File: src/verilog/flash_host_pkg.sv
// Constants for the flash host controller: commands, addresses, timing.
// Assumes a 25 MHz system clock and a byte-wide asynchronous flash outside.
package flash_host_pkg;
    // ************************************************************
    // Widths
    // ************************************************************
    localparam int ADDR_W = 21;
    localparam int DATA_W = 8;
    // ************************************************************
    // Command addresses and data
    // ************************************************************
    localparam logic [20:0] UNLOCK_ADDR1 = 21'h000555;
    localparam logic [20:0] UNLOCK_ADDR2 = 21'h0002AA;
    localparam logic [7:0]  UNLOCK_DATA1 = 8'hAA;
    localparam logic [7:0]  UNLOCK_DATA2 = 8'h55;
    localparam logic [7:0]  CMD_PROGRAM  = 8'hA0;
    localparam logic [7:0]  CMD_ERASE    = 8'h80;
    localparam logic [7:0]  CMD_SECTOR   = 8'h30;
    localparam logic [7:0]  CMD_AUTOSEL  = 8'h90;
    localparam logic [7:0]  CMD_RESET    = 8'hF0;
    localparam logic [20:0] QUERY_ADDR   = 21'h000055;
    localparam logic [7:0]  CMD_QUERY    = 8'h98;
    // ************************************************************
    // Host operation codes
    // ************************************************************
    localparam logic [2:0] OP_READ    = 3'h0;
    localparam logic [2:0] OP_RESET   = 3'h1;
    localparam logic [2:0] OP_QUERY   = 3'h2;
    localparam logic [2:0] OP_PROGRAM = 3'h3;
    localparam logic [2:0] OP_ERASE   = 3'h4;
    localparam logic [2:0] OP_AUTOSEL = 3'h5;
    localparam logic [2:0] OP_WRITE   = 3'h6;
    // ************************************************************
    // Bus timing
    // ************************************************************
    localparam int CLK_MHZ       = 25;
    localparam int ACCESS_NS     = 70;
    localparam int PULSE_NS      = 35;
    localparam int ACCESS_CYC    = (ACCESS_NS * CLK_MHZ + 999) / 1000;
    localparam int PULSE_CYC     = (PULSE_NS * CLK_MHZ + 999) / 1000;
    localparam logic [3:0] ACCESS_CNT = 4'(ACCESS_CYC);
    localparam logic [3:0] PULSE_CNT  = 4'(PULSE_CYC);
endpackage

File: src/verilog/flash_cycle_if.sv
// Carrier between the sequencer and the single bus cycle engine.
// Assumes both ends share clk_sys_i.
`timescale 1ns/10ps
interface flash_cycle_if;
    logic        req;
    logic        wr;
    logic [20:0] addr;
    logic [7:0]  wdata;
    logic        done;
    logic [7:0]  rdata;
    modport seq (output req, wr, addr, wdata, input done, rdata);
    modport eng (input req, wr, addr, wdata, output done, rdata);
endinterface

File: src/verilog/flash_bus_cycle.sv
// One asynchronous flash bus cycle: read or write, pin timing by counters.
// Assumes data input already synchronised by the caller.
`timescale 1ns/10ps
module flash_bus_cycle
    import flash_host_pkg::*;
(
    // Clock and reset
    input  wire logic         clk_sys_i,
    input  wire logic         rst_n_i,
    // Request side
    flash_cycle_if.eng        cyc,
    // Flash data input, synchronised
    input  wire logic [7:0]   dq_sync_i,
    // Flash pins
    output logic              ce_n_o,
    output logic              oe_n_o,
    output logic              we_n_o,
    output logic [20:0]       addr_o,
    output logic [7:0]        dq_out_o,
    output logic              dq_oe_o
);
    import flash_host_pkg::*;

    typedef enum logic [1:0] {S_IDLE, S_SETUP, S_PULSE, S_HOLD} cyc_state_e;
    typedef struct packed {
        cyc_state_e  st;
        logic [3:0]  cnt;
        logic        wr;
        logic        ce_n;
        logic        oe_n;
        logic        we_n;
        logic [20:0] addr;
        logic [7:0]  dout;
        logic        doe;
        logic        done;
        logic [7:0]  rdata;
    } cyc_s;
    cyc_s cur_ff, nxt_cur;

    // ************************************************************
    // Cycle sequencing
    // ************************************************************
    // Next state; address set before strobe so the latch edge is clean
    always_comb
    begin
        nxt_cur      = cur_ff;
        nxt_cur.done = 1'b0;
        case (cur_ff.st)
            S_IDLE:
            begin
                if (cyc.req)
                begin
                    nxt_cur.st   = S_SETUP;
                    nxt_cur.wr   = cyc.wr;
                    nxt_cur.addr = cyc.addr;
                    nxt_cur.dout = cyc.wdata;
                    nxt_cur.doe  = cyc.wr;
                    nxt_cur.ce_n = 1'b0;
                end
            end
            S_SETUP:
            begin
                nxt_cur.st   = S_PULSE;
                nxt_cur.oe_n = cur_ff.wr;
                nxt_cur.we_n = ~cur_ff.wr;
                nxt_cur.cnt  = cur_ff.wr ? PULSE_CNT : ACCESS_CNT + 4'h2;
            end
            S_PULSE:
            begin
                if (cur_ff.cnt != 4'h0)
                    nxt_cur.cnt = cur_ff.cnt - 4'h1;
                else
                begin
                    // Data latched on rising write strobe
                    nxt_cur.st    = S_HOLD;
                    nxt_cur.we_n  = 1'b1;
                    nxt_cur.oe_n  = 1'b1;
                    nxt_cur.rdata = dq_sync_i;
                end
            end
            S_HOLD:
            begin
                nxt_cur.st   = S_IDLE;
                nxt_cur.ce_n = 1'b1;
                nxt_cur.doe  = 1'b0;
                nxt_cur.done = 1'b1;
            end
            default:
                nxt_cur.st = S_IDLE;
        endcase
    end

    // State register, all strobes idle high
    always_ff @(posedge clk_sys_i or negedge rst_n_i)
    begin
        if (!rst_n_i)
            cur_ff <= '{st: S_IDLE, cnt: 4'h0, wr: 1'b0, ce_n: 1'b1, oe_n: 1'b1,
                        we_n: 1'b1, addr: 21'h000000, dout: 8'h00, doe: 1'b0,
                        done: 1'b0, rdata: 8'h00};
        else
            cur_ff <= nxt_cur;
    end

    assign ce_n_o    = cur_ff.ce_n;
    assign oe_n_o    = cur_ff.oe_n;
    assign we_n_o    = cur_ff.we_n;
    assign addr_o    = cur_ff.addr;
    assign dq_out_o  = cur_ff.dout;
    assign dq_oe_o   = cur_ff.doe;
    assign cyc.done  = cur_ff.done;
    assign cyc.rdata = cur_ff.rdata;

    // ************************************************************
    // Checks
    // ************************************************************
    // no write with gate low
    property p_no_write_gate;
        @(posedge clk_sys_i) disable iff (!rst_n_i)
        !we_n_o |-> (oe_n_o && !ce_n_o);
    endproperty
    a_no_write_gate: assert property (p_no_write_gate)
        else $error("write strobe low while output gate low or chip deselected");

    property p_pulse_len;
        @(posedge clk_sys_i) disable iff (!rst_n_i)
        $fell(we_n_o) |-> !we_n_o [*2] ##1 we_n_o;
    endproperty
    a_pulse_len: assert property (p_pulse_len)
        else $error("write pulse length wrong");
endmodule

File: src/verilog/flash_protect_host.sv
// Host controller for a byte-wide boot-sector flash: commands, query, protect.
// Assumes an external level shifter drives the reset pin to high voltage.
`timescale 1ns/10ps
module flash_protect_host
    import flash_host_pkg::*;
(
    // Clock and reset
    input  wire logic                 clk_sys_i,
    input  wire logic                 rst_n_i,
    // User command port
    input  wire logic                 op_valid_i,
    input  wire logic [2:0]           op_code_i,
    input  wire logic [ADDR_W-1:0]    op_addr_i,
    input  wire logic [DATA_W-1:0]    op_data_i,
    input  wire logic                 temp_unprotect_i,
    input  wire logic                 supply_ok_i,
    output logic                      op_ready_o,
    output logic                      op_done_o,
    output logic [DATA_W-1:0]         op_rdata_o,
    output logic                      in_query_o,
    output logic                      in_autosel_o,
    // Flash pins
    output logic                      ce_n_o,
    output logic                      oe_n_o,
    output logic                      we_n_o,
    output logic [ADDR_W-1:0]         addr_o,
    input  wire logic [DATA_W-1:0]    dq_i,
    output logic [DATA_W-1:0]         dq_o,
    output logic                      dq_oe_o,
    output logic                      clear_hv_o
);
    import flash_host_pkg::*;

    typedef enum logic [1:0] {M_ARRAY, M_AUTOSEL, M_QUERY} dev_mode_e;
    typedef enum logic [1:0] {H_IDLE, H_ISSUE, H_WAIT} host_state_e;
    typedef struct packed {
        host_state_e st;
        logic [2:0]  step;
        logic [2:0]  nsteps;
        logic [2:0]  op;
        dev_mode_e   mode;
        dev_mode_e   query_ret;
        logic [20:0] addr;
        logic [7:0]  data;
        logic        req;
        logic        done;
        logic [7:0]  rdata;
        logic        hv;
        logic        sup_seen;
        logic        inq;
        logic        inas;
    } host_s;
    host_s cur_ff, nxt_cur;

    logic [7:0] dq_meta_ff;
    logic [7:0] dq_sync_ff;
    logic       sup_meta_ff;
    logic       sup_sync_ff;
    logic [20:0] seq_addr;
    logic [7:0]  seq_data;
    logic        eng_ce_n;
    logic        eng_oe_n;
    logic        eng_we_n;
    logic [20:0] eng_addr;
    logic [7:0]  eng_dq;
    logic        eng_doe;

    flash_cycle_if cyc ();

    // ************************************************************
    // Input synchronisers
    // ************************************************************
    // Pins are asynchronous to the system clock
    always_ff @(posedge clk_sys_i or negedge rst_n_i)
    begin
        if (!rst_n_i)
        begin
            dq_meta_ff  <= 8'h00;
            dq_sync_ff  <= 8'h00;
            sup_meta_ff <= 1'b0;
            sup_sync_ff <= 1'b0;
        end
        else
        begin
            dq_meta_ff  <= dq_i;
            dq_sync_ff  <= dq_meta_ff;
            sup_meta_ff <= supply_ok_i;
            sup_sync_ff <= sup_meta_ff;
        end
    end

    // ************************************************************
    // Command sequence tables
    // ************************************************************
    // Address of each step; unlock pair comes first for program, erase and autoselect only
    function automatic logic [20:0] step_addr(input logic [2:0] op,
                                              input logic [2:0] step,
                                              input logic [20:0] uaddr);
        logic [20:0] a;
        a = UNLOCK_ADDR1;
        case (step)
            3'h0: a = (op == OP_QUERY) ? QUERY_ADDR : UNLOCK_ADDR1;
            3'h1: a = UNLOCK_ADDR2;
            3'h2: a = UNLOCK_ADDR1;
            3'h3: a = (op == OP_ERASE) ? UNLOCK_ADDR1 : uaddr;
            3'h4: a = UNLOCK_ADDR2;
            default: a = uaddr;
        endcase
        if (op == OP_RESET || op == OP_READ || op == OP_WRITE)
            a = uaddr;
        return a;
    endfunction

    // Data of each step
    function automatic logic [7:0] step_data(input logic [2:0] op,
                                             input logic [2:0] step,
                                             input logic [7:0] udata);
        logic [7:0] d;
        d = udata;
        case (op)
            OP_RESET: d = CMD_RESET;
            OP_QUERY: d = CMD_QUERY;
            OP_PROGRAM, OP_ERASE, OP_AUTOSEL:
            begin
                case (step)
                    3'h0, 3'h3: d = (op == OP_ERASE) ? UNLOCK_DATA1 : udata;
                    3'h1, 3'h4: d = UNLOCK_DATA2;
                    3'h2: d = (op == OP_PROGRAM) ? CMD_PROGRAM :
                              (op == OP_ERASE) ? CMD_ERASE : CMD_AUTOSEL;
                    default: d = CMD_SECTOR;
                endcase
                if (step == 3'h0)
                    d = UNLOCK_DATA1;
            end
            default: d = udata;
        endcase
        return d;
    endfunction

    assign seq_addr = step_addr(cur_ff.op, cur_ff.step, cur_ff.addr);
    assign seq_data = step_data(cur_ff.op, cur_ff.step, cur_ff.data);

    // ************************************************************
    // Sequencer
    // ************************************************************
    // Steps through the cycles of one operation; tracks device mode
    always_comb
    begin
        nxt_cur          = cur_ff;
        nxt_cur.done     = 1'b0;
        nxt_cur.req      = 1'b0;
        nxt_cur.sup_seen = cur_ff.sup_seen | sup_sync_ff;
        nxt_cur.hv       = temp_unprotect_i;
        case (cur_ff.st)
            H_IDLE:
            begin
                if (op_valid_i && sup_sync_ff)
                begin
                    nxt_cur.st     = H_ISSUE;
                    nxt_cur.op     = op_code_i;
                    nxt_cur.addr   = op_addr_i;
                    nxt_cur.data   = op_data_i;
                    nxt_cur.step   = 3'h0;
                    case (op_code_i)
                        OP_PROGRAM: nxt_cur.nsteps = 3'h3;
                        OP_AUTOSEL: nxt_cur.nsteps = 3'h2;
                        OP_ERASE:   nxt_cur.nsteps = 3'h5;
                        default:    nxt_cur.nsteps = 3'h0;
                    endcase
                end
            end
            H_ISSUE:
            begin
                nxt_cur.st  = H_WAIT;
                nxt_cur.req = 1'b1;
            end
            H_WAIT:
            begin
                if (cyc.done)
                begin
                    if (cur_ff.step != cur_ff.nsteps)
                    begin
                        nxt_cur.step = cur_ff.step + 3'h1;
                        nxt_cur.st   = H_ISSUE;
                    end
                    else
                    begin
                        nxt_cur.st    = H_IDLE;
                        nxt_cur.done  = 1'b1;
                        nxt_cur.rdata = cyc.rdata;
                        case (cur_ff.op)
                            OP_QUERY:
                            begin
                                if (cur_ff.mode != M_QUERY)
                                    nxt_cur.query_ret = cur_ff.mode;
                                nxt_cur.mode = M_QUERY;
                            end
                            OP_RESET:
                                nxt_cur.mode = (cur_ff.mode == M_QUERY) ?
                                               cur_ff.query_ret : M_ARRAY;
                            OP_AUTOSEL: nxt_cur.mode = M_AUTOSEL;
                            default: nxt_cur.mode = cur_ff.mode;
                        endcase
                    end
                end
            end
            default:
                nxt_cur.st = H_IDLE;
        endcase
        if (!sup_sync_ff && cur_ff.sup_seen)
            nxt_cur.mode = M_ARRAY;
        // Mode flags registered so the outputs leave flip-flops
        nxt_cur.inq  = (nxt_cur.mode == M_QUERY);
        nxt_cur.inas = (nxt_cur.mode == M_AUTOSEL);
    end

    // device assumed in array read at start
    always_ff @(posedge clk_sys_i or negedge rst_n_i)
    begin
        if (!rst_n_i)
            cur_ff <= '{st: H_IDLE, step: 3'h0, nsteps: 3'h0, op: OP_READ,
                        mode: M_ARRAY, query_ret: M_ARRAY, addr: 21'h000000,
                        data: 8'h00, req: 1'b0, done: 1'b0, rdata: 8'h00,
                        hv: 1'b0, sup_seen: 1'b0, inq: 1'b0, inas: 1'b0};
        else
            cur_ff <= nxt_cur;
    end

    // Read and plain write are single cycles
    assign cyc.req   = cur_ff.req;
    assign cyc.wr    = (cur_ff.op != OP_READ);
    assign cyc.addr  = seq_addr;
    assign cyc.wdata = seq_data;

    // query reads go through normal read cycle
    flash_bus_cycle u_cycle (
        .clk_sys_i (clk_sys_i),
        .rst_n_i   (rst_n_i),
        .cyc       (cyc.eng),
        .dq_sync_i (dq_sync_ff),
        .ce_n_o    (eng_ce_n),
        .oe_n_o    (eng_oe_n),
        .we_n_o    (eng_we_n),
        .addr_o    (eng_addr),
        .dq_out_o  (eng_dq),
        .dq_oe_o   (eng_doe)
    );

    // Bus pins straight from engine flip-flops; clear_hv_o from the sequencer register
    assign ce_n_o       = eng_ce_n;
    assign oe_n_o       = eng_oe_n;
    assign we_n_o       = eng_we_n;
    assign addr_o       = eng_addr;
    assign dq_o         = eng_dq;
    assign dq_oe_o      = eng_doe;
    assign clear_hv_o   = cur_ff.hv;
    assign op_ready_o   = (cur_ff.st == H_IDLE) && sup_sync_ff;
    assign op_done_o    = cur_ff.done;
    assign op_rdata_o   = cur_ff.rdata;
    assign in_query_o   = cur_ff.inq;
    assign in_autosel_o = cur_ff.inas;

    // ************************************************************
    // Checks
    // ************************************************************
    // reset from query restores origin
    property p_query_exit;
        @(posedge clk_sys_i) disable iff (!rst_n_i)
        (cyc.done && cur_ff.st == H_WAIT && cur_ff.op == OP_RESET
         && cur_ff.mode == M_QUERY && sup_sync_ff)
        |=> (cur_ff.mode == $past(cur_ff.query_ret));
    endproperty
    a_query_exit: assert property (p_query_exit)
        else $error("reset did not return to mode before query");

    property p_query_addr;
        @(posedge clk_sys_i) disable iff (!rst_n_i)
        (cyc.req && cur_ff.op == OP_QUERY) |-> (cyc.addr == QUERY_ADDR
                                              && cyc.wdata == CMD_QUERY);
    endproperty
    a_query_addr: assert property (p_query_addr)
        else $error("query command on wrong address or data");

    property p_unlock_first;
        @(posedge clk_sys_i) disable iff (!rst_n_i)
        (cyc.req && cur_ff.op == OP_PROGRAM && cur_ff.step == 3'h0)
        |-> (cyc.addr == UNLOCK_ADDR1 && cyc.wdata == UNLOCK_DATA1);
    endproperty
    a_unlock_first: assert property (p_unlock_first)
        else $error("program did not start with unlock cycle");

    property p_supply_gate;
        @(posedge clk_sys_i) disable iff (!rst_n_i)
        (!sup_sync_ff && cur_ff.st == H_IDLE) |=> (cur_ff.st == H_IDLE);
    endproperty
    a_supply_gate: assert property (p_supply_gate)
        else $error("operation started below supply lockout");
endmodule
File: config.mk
export PLATFORM = sky130hd
export DESIGN_NAME = flash_protect_host
export DESIGN_NICKNAME = d
export VERILOG_FILES = /design/src/verilog/flash_host_pkg.sv /design/src/verilog/flash_cycle_if.sv /design/src/verilog/flash_bus_cycle.sv /design/src/verilog/flash_protect_host.sv
export SDC_FILE = /design/constraint.sdc
export NUM_CORES = 1
export LEC_CHECK = 0
export BUFFER_PORTS_ARGS = -buffer_cell sky130_fd_sc_hd__buf_2
export CORE_MARGIN = 4
export CORE_UTILIZATION = 55
export DETAILED_ROUTE_END_ITERATION = 6
export PLACE_DENSITY_LB_ADDON = 0.05
export REMOVE_ABC_BUFFERS = 1
export SLEW_MARGIN = 40
export SYNTH_ARGS = -nofsm -noshare
export SYNTH_HDL_FRONTEND = slang
export SYNTH_SLANG_ARGS = --single-unit
File: constraint.sdc
create_clock -name clk_sys_i -period 2.6 [get_ports clk_sys_i]
set_clock_uncertainty 0.15 [all_clocks]
set_input_delay 0.26 -clock clk_sys_i [delete_from_list [all_inputs] [get_ports clk_sys_i]]
set_output_delay 0.26 -clock clk_sys_i [all_outputs]
set_load 0.02 [all_outputs]
**After elaboration in Yosys (flattened, before gate mapping)**

Index checks and enable logic that the tools add are counted.

- Equality and inequality tests: 29
- Reduce and logical (&&, ||, !) cells: 29
- Bitwise logic cells: 4
- Muxes and demuxes: 41
- Add/subtract/negate cells: 2

Operators with widths:

| kind | count |
|---|---|
| case mux 21 bit (4 select lines) | 1 |
| case mux 8 bit (3 select lines) | 2 |
| 2-to-1 mux 21 bit | 2 |
| 2-to-1 mux 9 bit | 3 |
| 2-to-1 mux 11 bit | 2 |
| == test 3 bit (second input constant) | 6 |
| 2-to-1 mux 4 bit | 4 |
| 2-to-1 mux 8 bit | 2 |
| AND reduction 2 bit | 8 |
| == test 3 x 2 -> 1 bit (second input constant) | 5 |
| 2-to-1 mux 2 bit | 6 |
| case mux 2 bit (3 select lines) | 2 |
| == test 2 bit (second input constant) | 5 |
| 2-to-1 mux 5 bit | 2 |
| inequality test 2 bit (second input constant) | 5 |
| case mux 3 bit (3 select lines) | 1 |
| case mux 2 bit (4 select lines) | 1 |
| case mux 4 bit (2 select lines) | 1 |
| == test 2 x 1 -> 1 bit (second input constant) | 3 |
| == test 3 x 1 -> 1 bit (second input constant) | 2 |
| zero test 3 bit | 2 |
| 2-to-1 mux 3 bit | 2 |
| 2-to-1 mux 6 bit | 1 |
| case mux 3 bit (2 select lines) | 1 |
| other kinds (21) | 36 |

- Logic and storage cells: 135
- Register bits: 125
- Input port bits: 45

**Longest topological paths before layout**

- Word-level depth: 8
- Mapped depth: 9
- Gate-level depth less buffers: 7

**Hierarchy**

A second synthesis with hierarchy kept.

- Cells, all modules: 497
- Area, all modules: 5943.2 um^2

Modules (own cells, without submodules):

| module | times used | cells each | area an instance (um^2) | sequential area each (um^2) |
|---|---|---|---|---|
| flash_protect_host | 1 | 319 | 3593.4 | 1901.8 |
| flash_bus_cycle | 1 | 178 | 2349.8 | 1229.9 |

**Worst setup path before layout**

Ideal clock, no wire load.

- Kind: register -> register
- From: register cur_ff[55] (netlist bit)
- To: register u_cycle.cur_ff (netlist bit u_cycle.addr_o[20])
- Buffers on the path: 2
- Stages on the path, launching flop included: 10
- Arrival: 1873 ps
- Data required time: 2329 ps
- Setup time: 121 ps
- Slack: 456 ps
- Cell sequence: dfrtp_1 buf_2 inv_1 ha_1 buf_2 inv_1 or4_1 nand2_1 nor2_4 a22o_1

- Word-level cells in the longest chain between the ends: 4

Ends and longest elaborated chain:

| what | RTL line | RTL |
|---|---|---|
| start, declared | flash_protect_host.sv:53 | `host_s cur_ff, nxt_cur;` |
| start signal, assigned | flash_protect_host.sv:221 | `cur_ff <= '{st: H_IDLE, step: 3'h0, nsteps: 3'h0, op: OP_READ,` |
| start signal, assigned | flash_protect_host.sv:226 | `cur_ff <= nxt_cur;` |
| == test 3 x 1 -> 1 bit / == test 3 bit (equally long branches) | flash_protect_host.sv:101 | `case (step)` |
| OR reduction 2 bit (no line) | n/a |  |
| case mux 21 bit (4 select lines) * | flash_protect_host.sv:101 |  |
| 2-to-1 mux 21 bit * | flash_protect_host.sv:109 | `if (op == OP_RESET \|\| op == OP_READ \|\| op == OP_WRITE)` |
| end signal, assigned | flash_bus_cycle.sv:97 | `cur_ff <= '{st: S_IDLE, cnt: 4'h0, wr: 1'b0, ce_n: 1'b1, oe_n: 1'b1,` |
| end signal, assigned | flash_bus_cycle.sv:101 | `cur_ff <= nxt_cur;` |
| end, declared | flash_bus_cycle.sv:38 | `cyc_s cur_ff, nxt_cur;` |

Every way passes the cells marked *; elsewhere a longest branch is shown, timed or not.
A chain may end at the register's enable or synchronous reset.

**Worst setup path after layout**

- From: register cur_ff[53] (netlist bit)
- To: register u_cycle.cur_ff (netlist bit u_cycle.addr_o[19])

The elaborated chain is that of the path after synthesis.

==> results.md <==
* Nets at 695
* Crit path max-delay cell type: or4_1
* Syn Inst Count at 527
* Area growth syn-to-layout at 25.4%
* Worst Max-Slew Pin Slew at 0.524 ns
* Crit Path Class: flip-flop to flip-flop
* Hold WS at 0.137 ns
* WP depth at 7
* Synth area leaders: dfrtp_1 55%, nand2_1 8.0%, buf_4 5.3%
* GRT overflow at 0
* Compound-Gate Fraction of Synth Area at 12.1%
* Buffers & Inverters on Critical Path at 1
* FP Rows at 36
* Post-DP HPWL at 7920 um
* Synth Warn # at 0
* Leakage at 3.33 nW
* Clock transition at the registers of the reported paths at 0.06 ns
* CTS tree: built
* Post-route ant nets at 0
* Fmax at 423 MHz
* Die Ht at 109 um
* Chip width at 109 um
* Xor/xnor cell area share of the yosys netlist at 1.10%
* Fin. Hold Viols at 0
* Run status: completed
* Dominant cell type by area after synthesis: dfrtp_1
* Multiplexer share of the synthesized area at 4.01%
* Total Power at 0.00813 W
* Vias in the first global route at 4114
* Setup violations, final at 0
* First-pass DRT Iterations at 4
* CP startpoint kind: flip-flop
* Fin crit period at 2.36 ns
* Max-cap violations at 0
* Data required, critical path at 2.91 ns
* Family with the most delay on the worst path: simple AND/OR/NAND/NOR gates
* Die footprint at 11800 um^2
* Htree depth at 4
* Via count at 4046
* Top Ports at 91
* Post-synth top area share at 55.0%
* Clock sink count at 125
* Worst R2R Start: cur_ff[53]
* Core ar. at 9820 um^2
* Largest net degree at the start of global routing at 46
* CP Launch Point: cur_ff[53]
* Root buf cell: clkbuf_8
* Post-synthesis adder-cell area fraction at 2.48%
* Synth Flop Type: dfrtp_1
* CP Capture Type: flip-flop
* Mapped Area at 5560 um^2
* Yosys reg bits at 125
* Diodes inserted at 0
* FF-to-FF setup slack at 0.24 ns
* CP max FO at 10
* Post-route cell area at 6970 um^2
* RR Endpoint: u_cycle.addr_o[19]
* Ys async rst share at 100%
* Placed inst area at 5960 um^2
* DRC errors left at 0
* Initial Util at 56.6%
* PortBufs at 90
* VDD IR max at 0.000777 V
* WL/cell at 15.3 um
* DR iter-0 viols at 186
* Yosys cell types at 54
* Total negative slack at 0 ns
* Combinational family with the most area after synthesis: simple AND/OR/NAND/NOR gates
* Via density at 5.15
* Syn avg cell area at 10.5 um^2
* Post-synth EDFFs at 0
* Final slew viol count at 0
* Power density cells at 1170 nW/um^2
* Routed WL at 12000 um
* Initial antenna violation count at 0
* Worst hold path type: primary input to flip-flop
* Area share of and/or/nand/nor cells after synthesis at 15.9%
* Worst path cell trace: inv_1 > ha_1 > or4_1 > o21ai_0 > nor3_1 > nor2_4 > a22o_1
* Clock Path Buffers at 2
* Rel. slew slack at 65.1%
* GP Congestion at 0.949
* Final worst-path cycle share at 90.8%
* Setup Fix Bufs, Post-CTS at 0
* First-pass GRT wire length at 19900 um
* Share of cells above drive strength 1 at 27.3%
* Sequential fraction of the synthesis area at 56.4%
* CP Data Arrival Time at 2.67 ns
* CP peak stage delay at 0.47 ns
* CTS resizes at 0
* RSZ-0062 raised after global routing: false
* Cells on worst reg2reg path at 7
* CTS buffer count at 17
* Clock latency at the later pin of the worst-skew pair at 0.52 ns
* Total GRT Usage at 22.3%
* Worst setup path end: u_cycle.addr_o[19]
-- synthesized netlist by cell type, types with 4 or more instances --
library cell,number
xor2_1,4
nand2_1,118
nor2b_1,6
nor3_1,9
ha_1,11
nor2_1,19
nor3b_1,6
inv_1,18
dfrtp_1,122
buf_4,39
or2_2,4
nand2b_1,7
o22ai_1,5
o31ai_1,4
o221a_2,7
buf_1,4
buf_2,8
clkbuf_1,8
nand3_1,8
o21ai_0,27
a22o_1,10
a31oi_1,4
a21oi_1,13
mux2_2,18
-- flip-flops by register name, indices dropped and copies added (netlist names), 7 cells and up --
register,flops
u_cycle.dq_out_o,8
dq_sync_ff,8
u_cycle.addr_o,21
u_cycle.cyc.rdata,8
u_cycle.cur_ff,7
dq_meta_ff,8
op_rdata_o,8
cur_ff,45
-- report_power, final --
group          total (W)  switching [W]  internal, W  leakage, nW
Clock            0.00223       0.000815      0.00141        0.255
Sequential       0.00317       0.000507      0.00266         1.53
Combinational    0.00273        0.00155      0.00119         1.55
-- stage by stage --
step           std cells  worst slack, ns  util [%]
6_report             785            0.238      70.9
5_1_grt              785           0.0368      70.9
2_1_floorplan        468           0.0977         -
3_3_place_gp         710            0.389      60.7
3_5_place_dp         710            0.268      60.7
4_1_cts              785            0.261      70.9
-- cell type report --
| class | instances | area [um^2] |
|---|---|---|
| Timing Repair Buffer | 152 | 1050 |
| Clock buffer | 22 | 453 |
| Fill cell | 757 | 2850 |
| Tap cell | 133 | 166 |
| Sequential cell | 125 | 3130 |
| Clock inverter | 10 | 118 |
| Multi-Input combinational cell | 325 | 1980 |
| Inverter | 18 | 67.6 |
-- worst min-delay path by stage --
stage	from	endpoint	slack [ns]	cells after the start
detailed placement	rst_n_i	op_rdata_o[5]	0.13	1
global placement	rst_n_i	u_cycle.cur_ff[42]	0.12	1
CTS	op_valid_i	cur_ff[56]	0.12	4
floorplan	rst_n_i	clear_hv_o	-0.19	0
finish	op_valid_i	cur_ff[56]	0.14	4
global route	op_valid_i	cur_ff[56]	0.14	4
-- routing by layer --
layer | vias up | part of all wire [%] | track usage [%]
met5 | - | 0 | 0
met2 | 118 | 47 | 33.8
li1 | 1980 | - | -
met1 | 1938 | 45 | 29.7
met3 | 10 | 7.0 | 7.40
met4 | 0 | 1.1 | 8.57
-- what timing repair did --
| action | CTS | global route |
|---|---|---|
| setup endpoints to repair | 0 | 0 |
| hold buffers | 43 | 0 |
| endpoints found under the hold margin | 108 | 0 |
-- worst min-delay path: stages --
cell,delay [ns]
buf_2,0.09
nand2_1,0.05
buf_4,0.26
nand2_1,0.10
-- logic make-up after synthesis --
kind of cell	after synthesis
compound gates	95
buf+inv	77
simple gates	192
flops	125
xor+xnor	7
mux	20
fa+ha+maj	11
-- layout by cell type (no fill, tap or decap), drive strengths merged, types with 5 or more instances in the layout --
cell type    Yosys  final
a21oi           15     15
a22o            10     10
buf             51    109
clkbuf           8     22
clkinvlp         0      7
dfrtp          122    122
dlygate4sd3      0     43
ha              11     11
inv             18     18
mux2            18     18
nand2          118    118
nand2b           7      7
nand3            8      8
nor2            20     20
nor2b            6      6
nor3             9      9
nor3b            6      6
o21ai           29     29
o221a            7      7
o22ai            5      5
No activity file was read; power rests on OpenSTA's default activity.
